==> config.mk <==
export PLATFORM = sky130hd
export DESIGN_NAME = pss_sequencer
export DESIGN_NICKNAME = d
export VERILOG_FILES = /design/src/logic/pss_pkg.sv /design/src/logic/pss_sequencer.sv
export SDC_FILE = /design/constraint.sdc
export NUM_CORES = 1
export LEC_CHECK = 0
export ABC_AREA = 1
export BUFFER_PORTS_ARGS = -buffer_cell sky130_fd_sc_hd__clkbuf_2
export CORE_UTILIZATION = 51
export DETAILED_ROUTE_END_ITERATION = 8
export GPL_TIMING_DRIVEN = 0
export PLACE_DENSITY = 0.78
export REMOVE_ABC_BUFFERS = 1
export SETUP_SLACK_MARGIN = 0.5
export SKIP_LAST_GASP = 1
export SLEW_MARGIN = 20
export SYNTH_ARGS = -nofsm -noshare
export SYNTH_HDL_FRONTEND = slang
export SYNTH_SLANG_ARGS = --single-unit
==> constraint.sdc <==
create_clock -name sys_clk -period 3.9 [get_ports sys_clk]
set_clock_uncertainty 0.2 [all_clocks]
set_input_delay 0.78 -clock sys_clk [delete_from_list [all_inputs] [get_ports sys_clk]]
set_output_delay 0.78 -clock sys_clk [all_outputs]
set_load 0.02 [all_outputs]
==> src/logic/pss_pkg.sv <==
// Purpose: Constants and types for the panel supply start-up sequencer
// Assumes: 125 MHz system clock, comparator flags from the analog front end
// Notes:   Soft-start and fault counts derive from times in milliseconds

package pss_pkg;

    //*****************************************************************
    // Timing
    //*****************************************************************
    localparam int CLK_MHZ      = 125;
    localparam int SOFTSTART_MS = 14;
    localparam int FAULT_MS     = 55;
    localparam int SS_CYCLES    = SOFTSTART_MS * 1000 * CLK_MHZ;
    localparam int FAULT_CYCLES = FAULT_MS * 1000 * CLK_MHZ;
    localparam int DAC_STEPS    = 128;
    localparam int PEAK_CURRENT_LIMIT_STEPS   = 8;
    localparam int STEP_CYCLES  = SS_CYCLES / DAC_STEPS;
    localparam int STEPS_PER_PEAK_CURRENT_LIMIT = DAC_STEPS / PEAK_CURRENT_LIMIT_STEPS;

    //*****************************************************************
    // Levels
    //*****************************************************************
    localparam int       REF_MV      = 1250;
    localparam int       GOFF_END_MV = 250;
    localparam logic [6:0] DAC_TOP   = 7'h7F;
    localparam logic [6:0] GOFF_END  = 7'(DAC_STEPS * GOFF_END_MV / REF_MV);
    localparam logic [7:0] STEP_LAST = 8'h80;
    localparam logic [3:0] PEAK_CURRENT_LIMIT_FULL = 4'h8;

    //*****************************************************************
    // Register map
    //*****************************************************************
    localparam logic [11:0] OFS_CTRL   = 12'h000;
    localparam logic [11:0] OFS_STATUS = 12'h004;
    localparam logic [11:0] OFS_DACS   = 12'h008;
    localparam int          CTRL_START_BIT = 0;
    localparam logic        CTRL_RESET     = 1'b1;

    //*****************************************************************
    // Types
    //*****************************************************************
    typedef struct packed {
        logic supplyAbove1v7;
        logic uvloAboveRise;
        logic uvloAboveFall;
        logic refAbove1v0;
        logic boostInReg;
        logic gateOnInReg;
        logic gateOffInReg;
        logic delayAbove1v25;
        logic thermalHot;
        logic switchSelect;
    } pss_cmp_t;

    typedef enum logic [2:0] {
        S_LOCKOUT, S_REF_WAIT, S_SOFTSTART, S_DELAY, S_ACTIVE, S_FAULT
    } pss_state_t;

endpackage : pss_pkg

==> src/logic/pss_sequencer.sv <==
// Purpose: Start-up, soft-start, delay and protection sequencer
// Assumes: Comparator flags are asynchronous; APB slave answers with no wait
// Notes:   Analog loops are outside; this block drives only enables, codes, switch controls and the fault flag
`timescale 1ns/1ps
`default_nettype none

module pss_sequencer #(
    parameter int STEP_CYCLES  = pss_pkg::STEP_CYCLES,
    parameter int FAULT_CYCLES = pss_pkg::FAULT_CYCLES,
    parameter int CNT_W        = 24
) (
    // Clock and reset
    input  wire logic             sys_clk,
    input  wire logic             arst_n,
    // APB slave
    input  wire logic             psel,
    input  wire logic             penable,
    input  wire logic             pwrite,
    input  wire logic [11:0]      paddr,
    input  wire logic [31:0]      pwdata,
    input  wire logic [3:0]       pstrb,
    output logic [31:0]           prdata,
    output logic                  pready,
    output logic                  pslverr,
    // Comparator flags from the analog front end
    input  wire pss_pkg::pss_cmp_t cmpIn,
    // Regulator controls
    output logic                  refEnable,
    output logic                  boostEnable,
    output logic                  gateOnEnable,
    output logic                  gateOffEnable,
    output logic [3:0]            peakCurrentLimit,
    output logic [6:0]            gateOnDac,
    output logic [6:0]            gateOffDac,
    // Delay capacitor and switch block
    output logic                  delayCapCharge,
    output logic                  delayCapDischarge,
    output logic                  sourceSideSwitchOn,
    output logic                  drainSideSwitchOn,
    output logic                  comPullDown,
    output logic                  ampOutputHiZ,
    output logic                  faultLatched
);

    //*****************************************************************
    // Helpers
    //*****************************************************************
    // Gate-off code falls linearly from the top to the 250 mV code
    function automatic logic [6:0] offDac(input logic [7:0] step);
        logic [15:0] drop;
        // Product is formed at 16 bits so the top steps do not wrap
        drop = (16'(pss_pkg::DAC_TOP - pss_pkg::GOFF_END) * 16'(step)) >> $clog2(pss_pkg::DAC_STEPS);
        return 7'(pss_pkg::DAC_TOP - drop[6:0]);
    endfunction : offDac

    //*****************************************************************
    // Input synchroniser
    //*****************************************************************
    pss_pkg::pss_cmp_t syncA_reg;
    pss_pkg::pss_cmp_t syncB_reg;
    pss_pkg::pss_cmp_t syncC_reg;
    pss_pkg::pss_cmp_t flt_reg;

    // Three stages; a flag changes once the last two agree
    always_ff @(posedge sys_clk or negedge arst_n) begin
        if (!arst_n) begin
            syncA_reg <= '0;
            syncB_reg <= '0;
            syncC_reg <= '0;
            flt_reg   <= '0;
        end else begin
            syncA_reg <= cmpIn;
            syncB_reg <= syncA_reg;
            syncC_reg <= syncB_reg;
            flt_reg   <= (syncB_reg & syncC_reg) | (flt_reg & (syncB_reg ^ syncC_reg));
        end
    end

    //*****************************************************************
    // Lockout, fault and state
    //*****************************************************************
    logic                    lockout_reg;
    logic                    fault_reg;
    logic                    startEn_reg;
    logic                    boostDone_reg;
    logic [7:0]              step_reg;
    logic [CNT_W-1:0]        stepTmr_reg;
    logic [CNT_W-1:0]        faultTmr_reg;
    pss_pkg::pss_state_t     state_reg;
    pss_pkg::pss_state_t     state_next;
    logic                    regsOn;
    logic                    postSoftStart;
    logic                    regLow;
    logic                    switchActive;
    logic                    faultTimeUp;

    // Hysteresis: release on rising crossing, assert below falling one
    always_ff @(posedge sys_clk or negedge arst_n) begin
        if (!arst_n) begin
            lockout_reg <= 1'b1;
        end else if (!flt_reg.uvloAboveFall) begin
            lockout_reg <= 1'b1;
        end else if (flt_reg.uvloAboveRise) begin
            lockout_reg <= 1'b0;
        end
    end

    assign regLow      = !flt_reg.boostInReg || !flt_reg.gateOnInReg || !flt_reg.gateOffInReg;
    assign faultTimeUp = faultTmr_reg == CNT_W'(FAULT_CYCLES - 1);

    // Fault timer runs only after soft-start while an output is low
    always_ff @(posedge sys_clk or negedge arst_n) begin
        if (!arst_n) begin
            faultTmr_reg <= '0;
        end else if (postSoftStart && regLow && !faultTimeUp) begin
            faultTmr_reg <= faultTmr_reg + CNT_W'(1);
        end else if (!(postSoftStart && regLow)) begin
            faultTmr_reg <= '0;
        end
    end

    // Fault latch; only a lockout clears it
    always_ff @(posedge sys_clk or negedge arst_n) begin
        if (!arst_n) begin
            fault_reg <= 1'b0;
        end else if (lockout_reg) begin
            fault_reg <= 1'b0;
        end else if (flt_reg.thermalHot) begin
            fault_reg <= 1'b1;
        end else if (faultTimeUp) begin
            fault_reg <= 1'b1;
        end
    end

    // Next state
    always_comb begin
        state_next = state_reg;
        if (lockout_reg) begin
            state_next = pss_pkg::S_LOCKOUT;
        end else if (fault_reg) begin
            state_next = pss_pkg::S_FAULT;
        end else begin
            unique case (state_reg)
                pss_pkg::S_LOCKOUT:   state_next = pss_pkg::S_REF_WAIT;
                pss_pkg::S_REF_WAIT: begin
                    if (flt_reg.refAbove1v0 && startEn_reg) begin
                        state_next = pss_pkg::S_SOFTSTART;
                    end
                end
                pss_pkg::S_SOFTSTART: begin
                    if (step_reg == pss_pkg::STEP_LAST) begin
                        state_next = pss_pkg::S_DELAY;
                    end
                end
                pss_pkg::S_DELAY: begin
                    if (flt_reg.delayAbove1v25) begin
                        state_next = pss_pkg::S_ACTIVE;
                    end
                end
                pss_pkg::S_ACTIVE:    state_next = pss_pkg::S_ACTIVE;
                pss_pkg::S_FAULT:     state_next = pss_pkg::S_FAULT;
            endcase
        end
    end

    // State register
    always_ff @(posedge sys_clk or negedge arst_n) begin
        if (!arst_n) begin
            state_reg <= pss_pkg::S_LOCKOUT;
        end else begin
            state_reg <= state_next;
        end
    end

    //*****************************************************************
    // Soft-start ramps
    //*****************************************************************
    // Step timer divides 14 ms into 128 DAC steps
    always_ff @(posedge sys_clk or negedge arst_n) begin
        if (!arst_n) begin
            stepTmr_reg <= '0;
            step_reg    <= '0;
        end else if (state_reg != pss_pkg::S_SOFTSTART) begin
            stepTmr_reg <= '0;
            if (!postSoftStart) begin
                step_reg <= '0;
            end
        end else if (stepTmr_reg == CNT_W'(STEP_CYCLES - 1)) begin
            stepTmr_reg <= '0;
            if (step_reg != pss_pkg::STEP_LAST) begin
                step_reg <= step_reg + 8'h01;
            end
        end else begin
            stepTmr_reg <= stepTmr_reg + CNT_W'(1);
        end
    end

    // Boost soft-start ends on regulation or timer expiry
    always_ff @(posedge sys_clk or negedge arst_n) begin
        if (!arst_n) begin
            boostDone_reg <= 1'b0;
        end else if (!regsOn) begin
            boostDone_reg <= 1'b0;
        end else if (flt_reg.boostInReg || step_reg == pss_pkg::STEP_LAST) begin
            boostDone_reg <= 1'b1;
        end
    end

    //*****************************************************************
    // Outputs
    //*****************************************************************
    assign regsOn        = state_reg == pss_pkg::S_SOFTSTART || postSoftStart;
    assign postSoftStart = state_reg == pss_pkg::S_DELAY || state_reg == pss_pkg::S_ACTIVE;
    assign switchActive  = state_reg == pss_pkg::S_ACTIVE;

    // Regulator enables and codes
    assign refEnable        = flt_reg.supplyAbove1v7;
    assign boostEnable      = regsOn;
    assign gateOnEnable     = regsOn;
    assign gateOffEnable    = regsOn;
    assign peakCurrentLimit = boostDone_reg ? pss_pkg::PEAK_CURRENT_LIMIT_FULL
                            : 4'(step_reg / 8'(pss_pkg::STEPS_PER_PEAK_CURRENT_LIMIT));
    assign gateOnDac        = step_reg == pss_pkg::STEP_LAST ? pss_pkg::DAC_TOP : step_reg[6:0];
    assign gateOffDac       = offDac(step_reg);

    // Delay capacitor and switch block
    assign delayCapCharge     = postSoftStart;
    assign delayCapDischarge  = !postSoftStart;
    assign sourceSideSwitchOn = switchActive && flt_reg.switchSelect;
    assign drainSideSwitchOn  = switchActive && !flt_reg.switchSelect;
    assign comPullDown        = !switchActive;
    assign ampOutputHiZ       = lockout_reg || fault_reg;
    assign faultLatched       = fault_reg;

    //*****************************************************************
    // APB slave
    //*****************************************************************
    logic        mapped;
    logic [31:0] rdValue;
    logic [31:0] prdata_reg;

    assign mapped  = paddr == pss_pkg::OFS_CTRL || paddr == pss_pkg::OFS_STATUS
                  || paddr == pss_pkg::OFS_DACS;
    assign pready  = 1'b1;
    assign pslverr = psel && penable && !mapped;
    assign prdata  = prdata_reg;

    // Read mux
    always_comb begin
        rdValue = '0;
        unique case (paddr)
            pss_pkg::OFS_CTRL:   rdValue = {31'h00000000, startEn_reg};
            pss_pkg::OFS_STATUS: rdValue = {16'h0000, step_reg, 1'b0, state_reg,
                                            boostDone_reg, switchActive, fault_reg, lockout_reg};
            pss_pkg::OFS_DACS:   rdValue = {12'h000, peakCurrentLimit, 1'b0, gateOffDac, 1'b0, gateOnDac};
            default:             rdValue = '0;
        endcase
    end

    // Read data captured in the setup cycle
    always_ff @(posedge sys_clk or negedge arst_n) begin
        if (!arst_n) begin
            prdata_reg <= '0;
        end else if (psel && !penable && !pwrite) begin
            prdata_reg <= rdValue;
        end
    end

    // Control register; start gate for the regulators
    always_ff @(posedge sys_clk or negedge arst_n) begin
        if (!arst_n) begin
            startEn_reg <= pss_pkg::CTRL_RESET;
        end else if (psel && penable && pwrite && paddr == pss_pkg::OFS_CTRL && pstrb[0]) begin
            startEn_reg <= pwdata[pss_pkg::CTRL_START_BIT];
        end
    end

    //*****************************************************************
    // Assertions
    //*****************************************************************
    property p_enable_together;
        @(posedge sys_clk) disable iff (!arst_n)
        $rose(boostEnable) |-> $rose(gateOnEnable) && $rose(gateOffEnable) && $past(flt_reg.refAbove1v0);
    endproperty
    a_enable_together: assert property (p_enable_together) else $error("regulators not enabled together");

    property p_peak_current_limit_steps;
        @(posedge sys_clk) disable iff (!arst_n)
        !boostDone_reg |-> peakCurrentLimit == 4'(step_reg >> 4);
    endproperty
    a_peak_current_limit_steps: assert property (p_peak_current_limit_steps) else $error("current limit not in eighths");

    property p_boost_end;
        @(posedge sys_clk) disable iff (!arst_n)
        (state_reg == pss_pkg::S_SOFTSTART && flt_reg.boostInReg && !lockout_reg && !fault_reg)
            |=> peakCurrentLimit == pss_pkg::PEAK_CURRENT_LIMIT_FULL;
    endproperty
    a_boost_end: assert property (p_boost_end) else $error("boost soft-start did not end");

    property p_dac_restart;
        @(posedge sys_clk) disable iff (!arst_n)
        $rose(gateOnEnable) |-> gateOnDac == 7'h00 && gateOffDac == pss_pkg::DAC_TOP;
    endproperty
    a_dac_restart: assert property (p_dac_restart) else $error("DAC ramp not restarted");

    property p_ramp_ends;
        @(posedge sys_clk) disable iff (!arst_n)
        $rose(delayCapCharge) |-> gateOnDac == pss_pkg::DAC_TOP && gateOffDac == pss_pkg::GOFF_END;
    endproperty
    a_ramp_ends: assert property (p_ramp_ends) else $error("DAC ramps incomplete");

    property p_lockout_off;
        @(posedge sys_clk) disable iff (!arst_n)
        lockout_reg |-> ampOutputHiZ ##1 (!boostEnable && comPullDown && delayCapDischarge);
    endproperty
    a_lockout_off: assert property (p_lockout_off) else $error("outputs live in lockout");

    property p_switch_sel;
        @(posedge sys_clk) disable iff (!arst_n)
        switchActive |-> sourceSideSwitchOn == flt_reg.switchSelect && drainSideSwitchOn == !flt_reg.switchSelect;
    endproperty
    a_switch_sel: assert property (p_switch_sel) else $error("switch does not follow select");

    property p_switch_idle;
        @(posedge sys_clk) disable iff (!arst_n)
        !(postSoftStart && flt_reg.delayAbove1v25) ##1 !switchActive |-> comPullDown && !sourceSideSwitchOn
            && !drainSideSwitchOn;
    endproperty
    a_switch_idle: assert property (p_switch_idle) else $error("switch on while inactive");

    property p_thermal;
        @(posedge sys_clk) disable iff (!arst_n)
        flt_reg.thermalHot && !lockout_reg |=> faultLatched ##1 !boostEnable;
    endproperty
    a_thermal: assert property (p_thermal) else $error("thermal fault not latched");

    property p_fault_hold;
        @(posedge sys_clk) disable iff (!arst_n)
        faultLatched && !lockout_reg |=> faultLatched;
    endproperty
    a_fault_hold: assert property (p_fault_hold) else $error("fault latch cleared early");

    property p_no_fault_in_ss;
        @(posedge sys_clk) disable iff (!arst_n)
        state_reg == pss_pkg::S_SOFTSTART |-> faultTmr_reg == '0;
    endproperty
    a_no_fault_in_ss: assert property (p_no_fault_in_ss) else $error("fault timer ran in soft-start");

    c_active:    cover property (@(posedge sys_clk) disable iff (!arst_n) $rose(switchActive));
    c_fault:     cover property (@(posedge sys_clk) disable iff (!arst_n) $rose(faultLatched));
    c_sel_high:  cover property (@(posedge sys_clk) disable iff (!arst_n) sourceSideSwitchOn);

endmodule : pss_sequencer

`default_nettype wire

Word level (Yosys, flattened, before mapping)

Cells that the tools add are included.
Widths: inputs -> output; s select.

Bits of input ports: 63
Bits in latches: 0
Word-level logic and storage cells: 138
Memories kept: 0
Bits in writable memories: 0
Flip-flop bits (word level): 135
ROM bits: 0

Reduce and logical (&&, ||, !) cells: 37
Equality and inequality tests: 19
Bitwise logic cells: 4
Divide/modulo/power cells: 0
Shifts and indexed selects: 0
$add $sub $neg: 4
Order comparisons: 0
$mul: 1
Mux-type cells: 24

Operator list:

| operator              | number |
|---|---|
| $mux 24               | 4 |
| $pmux 20 s3           | 1 |
| $add 24x1->24 const B | 2 |
| $mux 8                | 4 |
| $eq 24x14->1 const B  | 1 |
| $eq 24x23->1 const B  | 1 |
| $and 10x10->10        | 2 |
| $pmux 3 s6            | 1 |
| $mux 3                | 5 |
| $mul 6x8->13 const A  | 1 |
| $eq 12x3->1 const B   | 1 |
| $eq 12x4->1 const B   | 1 |
| $logic_and 1x1->1     | 12 |
| $logic_not 12->1      | 1 |
| $ne 4x4->1 const B    | 3 |
| $logic_not 1->1       | 10 |
| $or 10x10->10         | 1 |
| $xor 10x10->10        | 1 |
| $add 8x1->8 const B   | 1 |
| $eq 8x8->1 const B    | 1 |
| $logic_or 1x1->1      | 8 |
| $ne 8x8->1 const B    | 1 |
| $mux 1                | 7 |
| $mux 7                | 1 |
| 12 further kinds      | 18 |

Longest topological paths before layout

Gate-level depths: netlist (run 1).

Depth in word-level cells: 6
Depth in mapped cells: 18
Mapped depth without buffers: 18

Worst setup path before layout (run 1)

Ideal clock, no wire load.

Path kind: flip-flop to output port
From: reg step_reg[2]
To: out gateOffDac[6]
Path slack: 0.045 ns
Cell stages (with the launch flop): 15
Arrival time: 2.875 ns
Required time: 2.920 ns
Buffers on the path: 0
Cells stage by stage: dfrtp_1 -> inv_1 -> ha_1 -> inv_1 -> fa_1 -> fa_1 -> inv_1 -> ha_1 -> nand2_1 -> nand2_1 -> o21bai_1 -> nand2_1 -> nand3_1 -> nand2_1 -> and2_1

Word-level cells in the longest chain between the ends: 2

Ends and longest elaborated chain:

| item                   | line                 | RTL |
|---|---|---|
| from (decl)            | pss_sequencer.sv:86  | `logic [7:0] step_reg;` |
| from (signal assigned) | pss_sequencer.sv:191 | `step_reg <= step_reg + 8'h01;` |
| $mul 6x8->13           | pss_sequencer.sv:52  | `drop = (16'(pss_pkg::DAC_TOP - pss_pkg::GOFF_END) * 16'(step)) >> $clog2(pss_pkg::DAC_STEPS);` |
| $sub 7x7->7            | pss_sequencer.sv:53  | `return 7'(pss_pkg::DAC_TOP - drop[6:0]);` |
| to (decl)              | pss_sequencer.sv:34  | `output logic [6:0] gateOffDac,` |

Every way passes these cells.

Worst setup path after layout (run 1)

From: reg step_reg[3]
To: out gateOffDac[5]

Same word-level chain as after synthesis.

==> results of run 1 <==
-- worst max-delay path, delay by kind of cell, from the launching register on --
family	cells	cell delay (ns)
AO/OA/AOI/OAI	2	0.35
adder cells (fa/ha/maj)	4	1.45
buffers and inverters	4	0.40
flip-flops	1	0.48
AND/OR/NAND/NOR	3	0.31
-- cells by family after synthesis --
logic type / synth area share (%)
simple gates: 26.8
compound gates: 8.05
other cells: 0.108
buf+inv: 8.63
xor+xnor: 2.53
fa+ha+maj: 9.68
flops: 44.1
mux: 0.144
-- repair_timing --
item,CTS,global route
pin swaps,23,12
resized for setup,69,14
endpoints found under the setup margin,13,10
buffers inserted,24,2
-- cell type report --
cell class	instances	area [µm²]
timing repair buffer	104	706
inverter	111	424
multi-input combinational	563	3580
sequential	122	3060
fill	1004	4660
tap	176	220
clock inverter	15	168
clock buffer	17	425
-- where the power goes --
part           switching [mW]  leakage [nW]  total, mW  internal [mW]
Sequential             0.0255          1.60       1.33           1.30
Combinational           0.140          2.30      0.204         0.0638
Clock                   0.620         0.285       1.57          0.952
Total                   0.785          4.19       3.10           2.32
-- per-stage QoR --
step           setup slack [ns]  hold WS (ns)
2_1_floorplan            0.0451         0.131
3_3_place_gp             -0.365         0.132
3_5_place_dp             -0.399         0.136
4_1_cts                  -0.408         0.152
5_1_grt                  -0.582         0.156
6_report                 -0.485         0.128
-- synth_stat cells (all sizes together) (11+ instances only) --
| master | n |
|---|---|
| nand2 | 173 |
| dfrtp | 120 |
| inv | 111 |
| nor2 | 101 |
| nand3 | 48 |
| ha | 44 |
| a21oi | 29 |
| nor3 | 25 |
| buf | 22 |
| o21ai | 21 |
| nand4 | 18 |
| xor2 | 15 |
| a21o | 11 |
-- metal layers --
metal  share of wire [%]  global-route usage [%]  up-vias
met3                 5.3                    4.44       52
met1                  43                    32.1     2850
met4                 3.6                    13.0        0
met2                  48                    39.4      237
met5                   0                       0        -
li1                    -                       -     2832
-- worst min path at each step --
stage / start / end / slack [ns] / cells past startpoint
final: arst_n / prdata[14] / 0.13 / 1
after global routing: syncA_reg[9] / syncB_reg[9] / 0.16 / 0
after CTS: syncA_reg[2] / syncB_reg[2] / 0.15 / 0
after detailed placement: syncA_reg[0] / syncB_reg[0] / 0.14 / 0
after global placement: syncA_reg[4] / syncB_reg[4] / 0.13 / 0
after floorplan: syncA_reg[0] / syncB_reg[0] / 0.13 / 0
==> results, run 1 <==
- The flow ran to the end, but the final reports show violations.
- The final reports fail on setup timing.
- The reg-to-reg endpoint is prdata[12].
- The worst relative slew slack is 46.4%.
- Once placement completed, the tool counted placed cells totaling approximately 1100.
- The synthesized flop and latch total is between 100 and 150.
- The count of TritonRoute iterations in the first routing pass is 5.
- After detailed routing, the total wire length is 17100 µm.
- The die width is 119 µm.
- Once detail routing completed, the nets flagged for antenna violations numbered 0.
- The most critical setup path has its endpoint at gateOffDac[5].
- Summed over its instances, the top area cell type makes up 43.3% of the synthesized netlist area.
- Power comes to 3.10 mW.
- The total overflow left after global routing is 0.
- The area of the die is about 0.014 mm².
- No sink is reached through more buffers than the 2 on the longest clock path.
- The pin count of the biggest net entering global routing is between 60 and 70.
- The reported max-cap violation count is 0.
- Setup repair after global routing could not meet its margin everywhere.
- Yosys attributes the largest share of cell area to sky130_fd_sc_hd__dfrtp_1, sky130_fd_sc_hd__nand2_1, sky130_fd_sc_hd__ha_1.
- In this run the vertical extent of the chip is 119 µm.
- Port buffering added 77 buffers.
- After synthesis the cells add up to a little under 0.007 mm².
- The detailed placement HPWL is 11200 µm.
- The depth of the worst register-to-register path is 16.
- Counting flops with a built-in enable in the synthesized netlist gives 0.
- The number of hold buffers added after CTS was 0.
- Traced cell by cell, the critical path runs through buf_12 -> ha_4 -> inv_1 -> fa_1 -> fa_1 -> inv_1 -> ha_4 -> a21oi_2 -> o21a_1 -> nand2_1 -> nand2_1 -> and2_4 -> clkbuf_8.
- On the critical path, the stage with the largest delay is an instance of sky130_fd_sc_hd__fa_1.
- The synthesized instance count is 808.
- Summing all non-filler instances in the final layout gives an area of 0.00859 mm².
- The instance area at placement is 0.00744 mm².
- The clock buffer count from CTS is 17.
- The critical path in this run is classified as reg -> out.
- The first global-routing pass estimated 27200 µm of wire.
- TritonCTS built the clock tree.
- The transition time at the pin with the least slew margin is 0.804 ns.
- In this run the mean area of a mapped cell was 8.58 µm².
- The average detailed-routed wire length per instance is 15.4 µm.
- The summed negative setup slack over all endpoints is -2.92 ns.
- The via density per instance is approximately 5.4.
- Derived from the worst setup path, the maximum achievable clock frequency is 228 MHz.
- The number of top-level pins is around 130.
- The share of cells above drive strength 1 is 25.8%.
- The sort of element at the start of the critical path is a flop.
- The final core area utilization is 64.8%.
- The total of endpoints with negative setup slack in the final report is 7.
- The depth of the CTS H-tree is 4.
- After synthesis, flip-flops and latches occupy around 44% of the total area.
- The repair_antennas step left the layout with diodes totalling 0.
- The count of standard-cell rows is 42.
- The DRC violation count after routing is 0.
- The setup check on the worst reg-to-reg path leaves a slack of 0.59 ns.
- The global router's overall resource usage is 24.7%.
- The number of antenna violations at the first check in global routing was 0.
- The maximum net fanout on the critical path is 4.
- The final hold violation count was 0.
- Clock tree synthesis selected as its root buffer the cell sky130_fd_sc_hd__clkbuf_16.
- The final cell count without fillers is 1108.
- The number of pins with negative max-slew slack in the final report is 0.
- The analysis attributes to cell leakage a power of 4.19 nW.
- The arrival time reported for the critical path endpoint is 3.41 ns.
- After the last flow step, the layout net total stands at 1032.
- The maximum single-stage delay on the critical path is 0.50 ns.
- Summed over all instances, the cell type with the most area after synthesis is sky130_fd_sc_hd__dfrtp_1.
- VDD sags by at most around 340 µV.
- The power per unit of standard cell area is 361 mW/mm².
- Once the floorplan was initialized, standard cells occupied 52.3% of the core.
- Summing over every cut layer, the via total after detailed routing is approximately 6000.
- The via count of the first global-routing pass is between 5000 and 6000.
- At the end of routability-driven placement, the weighted congestion stood at 0.909.
- The proportion of register bits with asynchronous set or reset after synthesis is 100%.
- The library cells used most frequently in the layout, excluding fill and tap cells, are sky130_fd_sc_hd__nand2_1, sky130_fd_sc_hd__dfrtp_1, sky130_fd_sc_hd__inv_1.
- The count of unique library cells instantiated by Yosys is 49.
- The startpoint identified for the worst register-to-register timing path is step_reg[3].
- STA classifies the critical path endpoint as a primary output.
- The library cell used most frequently in the layout, excluding fill and tap cells, is sky130_fd_sc_hd__nand2_1.
- The insertion delay of the later-clocked pin in the worst-skew pair is 0.42 ns.
- The share of the clock period used by the worst path after layout is 112%.
- The origin of the worst setup path is step_reg[3].
- In the post-route analysis, the smallest setup slack over all paths is -0.485 ns.
- The path class of the lowest-slack min-delay path is in -> async.
- The core footprint is about 0.013 mm².
- The clock net in this run drives a total of 122 sinks.
- The area growth from synthesis to layout is 23.9%.
- Clock-pin slew was measured on the worst setup and hold paths at 0.06 ns.
- The most instantiated flip-flop cell in the synthesis netlist is sky130_fd_sc_hd__dfrtp_1.
- For the worst setup path, the data required time is 2.92 ns.
- The number of violations reported at the end of detailed-routing iteration 0 is 401.
- Subtracting the final worst setup slack from the clock period gives 4.39 ns.
- The total number of yosys warnings is 0.
No activity file was read; power rests on OpenSTA's default activity.
==> run 2: changes to the inputs <==
- ABC_AREA: 1 -> default
- CORE_UTILIZATION: 51 -> 50
- PLACE_DENSITY: 0.78 -> 0.77
==> run 2 against run 1 <==
  * The flow still finishes with violations (setup timing)
  * Highest routed layer unchanged
  * Non-clock buffer count increased by 5
  * Count of clock-buffer cells in the layout increased by 1
  * Fmax decreased by 5.9%
  * Via count decreased by 14%
  * Worst setup slack got worse by 0.28 ns
  * Routed wire length decreased by 13%
==> results, run 2 <==
- The share of power burned in the clock network is 52.9% (+2.3 points).
- The final reports fail on setup timing.
- The power share of the combinational group was 4.5% (-2.1 points).
- The cell sitting at the root of the clock tree is a sky130_fd_sc_hd__clkbuf_16.
- The library cell occupying the most area in the post-synthesis netlist is sky130_fd_sc_hd__dfrtp_1.
- The total of endpoints with negative setup slack in the final report is 7 (unchanged).
- The summed negative setup slack over all endpoints is -4.00 ns (-1.08 ns).
- The highest metal layer carrying signal wires in the routed design is met4.
- The via density per instance is 5.61 (+4.1%).
- The commonest cells after synthesis are sky130_fd_sc_hd__dfrtp_1, sky130_fd_sc_hd__nor2_1, sky130_fd_sc_hd__nand2_1, sky130_fd_sc_hd__inv_1, sky130_fd_sc_hd__ha_1.
- The arrival time reported for the critical path endpoint is 3.68 ns (+0.27 ns).
- The core footprint is 0.0123 mm² (-7.4%).
- The wire length of the first global-routing pass is 24200 µm (-11%).
- By area the synthesized netlist is led by sky130_fd_sc_hd__dfrtp_1, sky130_fd_sc_hd__ha_1, sky130_fd_sc_hd__nor2_1.
- The maximum clock path buffer count is 2 (unchanged).
- The worst-case vdd ir drop was 347 µV (+1.4%).
- The count of unique library cells instantiated by Yosys is 55 (+12%).
- The depth of the CTS H-tree was 4 (unchanged).
- The total number of yosys warnings is 0 (unchanged).
- The fraction of power consumed by sequential logic is 42.6% (-0.2 points).
- The area share of the leading cell type in the synthesized netlist was 46.9% (+3.6 points).
- The area of the die is 0.0133 mm² (-5.7%).
- The worst hold path belongs to the class in -> async.
- The detailed placement HPWL was 9690 µm (-13%).
- The category of cells accounting for the largest share of critical-path delay is adder cells.
- The placer congestion estimate is 0.850 (-6.5%).
- The setup path with the least slack is of type reg -> out.
- The worst relative slew slack is 31.9% (-15 points).
- The pre-CTS worst setup slack is -0.804 ns (-0.406 ns).
- The critical path's slowest cell is sky130_fd_sc_hd__fa_1.
- The clock buffer count from CTS is 17 (unchanged).
- The number of pins with negative max-slew slack in the final report came to 0 (unchanged).
- The setup slack after layout came to -0.761 ns (-0.276 ns).
- The average detailed-routed wire length per instance is 16.2 µm (+5.0%).
- The routed via count is 5155 (-14%).
- Setup repair after global routing could not meet its margin everywhere.
- The proportion of register bits with asynchronous set or reset after synthesis was 100% (unchanged).
- The DRC violation count after routing was 0 (unchanged).
- Traced cell by cell, the critical path runs through ha_4 -> inv_2 -> fa_1 -> fa_1 -> inv_2 -> ha_4 -> a21o_1 -> a221o_1 -> a32oi_2 -> nor2b_4 -> xnor2_2 -> buf_4.
- The peak clock frequency supported by timing is 215 MHz (-5.9%).
- The count of TritonRoute iterations in the first routing pass came to 6 (+1).
- The CTS tree is done.
- The global router's overall resource usage is 23.9% (-0.77 points).
- The net switching power is 0.704 mW (-10%).
- Among all cell types in the netlist, the one instantiated most often is sky130_fd_sc_hd__dfrtp_1.
- The number of hold buffers added after CTS is 0 (unchanged).
- The time the final worst path needs with I/O delays and setup is 4.66 ns (+0.276 ns).
- The switching share of total power is 22.5% (-2.8 points).
- The most instantiated flip-flop cell in the synthesis netlist is sky130_fd_sc_hd__dfrtp_1.
- The average size of a mapped cell was 10.1 µm² (+18%).
- The insertion delay of the later-clocked pin in the worst-skew pair came to 0.42 ns (about the same).
- The number of input and output port buffers inserted is 77 (unchanged).
- The number of top-level pins is 126 (unchanged).
- The layout net count is 851 (-18%).
- The count of standard-cell rows is 40 (-4.8%).
- The transition time at the pin with the least slew margin is 1.01 ns (+0.211 ns).
- The via count of the first global-routing pass is 5014 (-12%).
- Compared with the post-synthesis result, the final layout area differs by 26.8%.
- The data required time at the worst endpoint is 2.92 ns (about the same).
- The number of antenna violations at the first check in global routing is 0 (unchanged).
- The starting density of the core is 52.2% (-0.14 points).
- The pin count of the biggest net entering global routing is 73 (+11%).
- The clock sink total came to 122 (unchanged).
- The die width is 115 µm (-2.9%).
- The share of cells above drive strength 1 is 27.0% (+1.3 points).
- The clock transition at the register clock pins on the worst setup and hold paths after CTS came to 0.06 ns (about the same).
- The most frequent standard cell in the layout excluding fill and tap cells is sky130_fd_sc_hd__dfrtp_1.
- The endpoint class of the critical path is a primary output.
- The final wirelength is 14900 µm (-13%).
- The final antenna diode count is 0 (unchanged).
- The register area share after synthesis is 47.7% (+3.7 points).
- The worst setup path is launched from a flop.
- The maximum net fanout on the critical path was 5 (+1).
- The maximum single-stage delay on the critical path came to 0.51 ns (about the same).
- The number of enable-type register cells in the synthesized netlist is 0 (unchanged).
- The internal power of the cells was 2.42 mW (+4.4%).
- The leakage dissipation is 3.81 nW (-8.9%).
- In the layout the commonest cells are sky130_fd_sc_hd__dfrtp_1, sky130_fd_sc_hd__nor2_1, sky130_fd_sc_hd__clkbuf_2.
- The power per unit of standard cell area is 385 mW/mm² (+6.5%).
- The total global routing overflow is 0 (unchanged).
- The number of buffer and inverter instances along the worst setup path is 3 (-1).
- The cell area after synthesis is 0.00640 mm² (-7.7%).
- The met2 wire length is 7030 µm (-15%).
- The met1 routed wirelength after detailed routing is 6380 µm (-12%).
- The number of violations reported at the end of detailed-routing iteration 0 is 439 (+9.5%).
- The final hold violation count is 0 (unchanged).
- The flow ran to the end, but the final reports show violations.
- The chip height was 115 µm (-2.9%).
- The reported max-cap violation count is 0 (unchanged).
- The routed length on met3 was 864 µm (-4.2%).
- The share of the clock period used by the worst path after layout came to 120% (+7.1 points).
- The number of nets with antenna violations after routing is 0 (unchanged).
- The synthesized flop and latch total came to 122 (unchanged).
- The synthesized instance count is 633 (-22%).
run 2: cell count changes after synthesis, sizes merged, moves of 5 or more:
cell,before,now
xor2,15,26
o21ai,21,9
nor4,8,15
o22ai,8,1
nand3,48,26
nor2,101,74
xnor2,5,31
and3,3,8
a21oi,29,16
inv,111,48
nor3,25,14
clkbuf,2,16
nand2,173,52
a22o,7,13
run 2: final timing paths:
check                              from            end  slack, ns  cells past startpoint
max                         step_reg[3]  gateOffDac[6]      -0.76                     12
max reg2reg                 step_reg[1]      prdata[9]       0.39                     16
max in group asynchronous        arst_n    lockout_reg       2.70                      2
min reg2reg                syncA_reg[8]   syncB_reg[8]       0.15                      0
min                              arst_n   syncC_reg[9]       0.11                      1
min in group sys_clk       syncA_reg[8]   syncB_reg[8]       0.15                      0
run 2: per-layer routing:
metal | global-route usage, % | vias to the layer above
met2 | 39.1 | 231
met3 | 6.43 | 66
li1 | - | 2369
met5 | 0 | -
met1 | 30.1 | 2489
met4 | 10.2 | 0
run 2: metrics by stage:
step	instance area [µm²]	util [%]	total power, mW	hold slack [ns]	cells
floorplan	6240	-	1.42	0.131	610
global placement	6840	55.8	1.48	0.132	855
detailed placement	6880	56.1	1.49	0.135	856
CTS	7950	64.8	3.14	0.113	911
global route	8110	66.2	3.22	0.132	919
finish	8110	66.2	3.12	0.107	919
run 2: logic make-up (layout without fill, tap and decap cells):
logic type / count (synthesis) / in the layout / share of synthesized area, %
AND/OR/NAND/NOR: 244 / 244 / 19.5
flip-flops: 122 / 122 / 47.7
buffers and inverters: 83 / 189 / 5.96
AO/OA/AOI/OAI: 73 / 73 / 8.07
XOR/XNOR: 57 / 57 / 7.80
adder cells (fa/ha/maj): 50 / 50 / 10.5
other: 2 / 14 / 0.117
multiplexers: 2 / 2 / 0.332
run 2: worst register-to-register path, stage by stage (launching register included):
cell	delay [ns]
sky130_fd_sc_hd__dfrtp_2	0.45
sky130_fd_sc_hd__ha_4	0.26
sky130_fd_sc_hd__xor2_1	0.15
sky130_fd_sc_hd__ha_1	0.30
sky130_fd_sc_hd__inv_2	0.05
sky130_fd_sc_hd__fa_1	0.57
sky130_fd_sc_hd__inv_2	0.06
sky130_fd_sc_hd__ha_4	0.26
sky130_fd_sc_hd__o21ai_2	0.06
sky130_fd_sc_hd__a22oi_2	0.17
sky130_fd_sc_hd__buf_6	0.14
sky130_fd_sc_hd__buf_6	0.09
sky130_fd_sc_hd__buf_6	0.10
sky130_fd_sc_hd__xnor2_4	0.08
sky130_fd_sc_hd__buf_4	0.15
sky130_fd_sc_hd__a221oi_2	0.23
sky130_fd_sc_hd__nor2_1	0.06
run 2: what timing repair did:
action,CTS,global route
pin swaps,22,16
gates resized for setup,60,27
endpoints found under the setup margin,16,14
setup buffers,23,8
run 2: power by group through the flow:
| stage | registers (mW) | logic [mW] | clock network, mW |
|---|---|---|---|
| 2_1_floorplan | 1.35 | 0.0620 | 0 |
| 3_3_place_gp | 1.35 | 0.132 | 0 |
| 3_5_place_dp | 1.35 | 0.140 | 0 |
| 4_1_cts | 1.33 | 0.141 | 1.66 |
| 5_1_grt | 1.34 | 0.159 | 1.72 |
| 6_report | 1.33 | 0.140 | 1.65 |
run 2: final cells by class:
type	count	area, µm²
flip-flops and latches	122	3070
clock buffers	18	429
clock inverters	14	196
multi-input cells	440	3290
inverters	48	185
fillers	858	4150
well taps	168	210
repair buffers	109	733
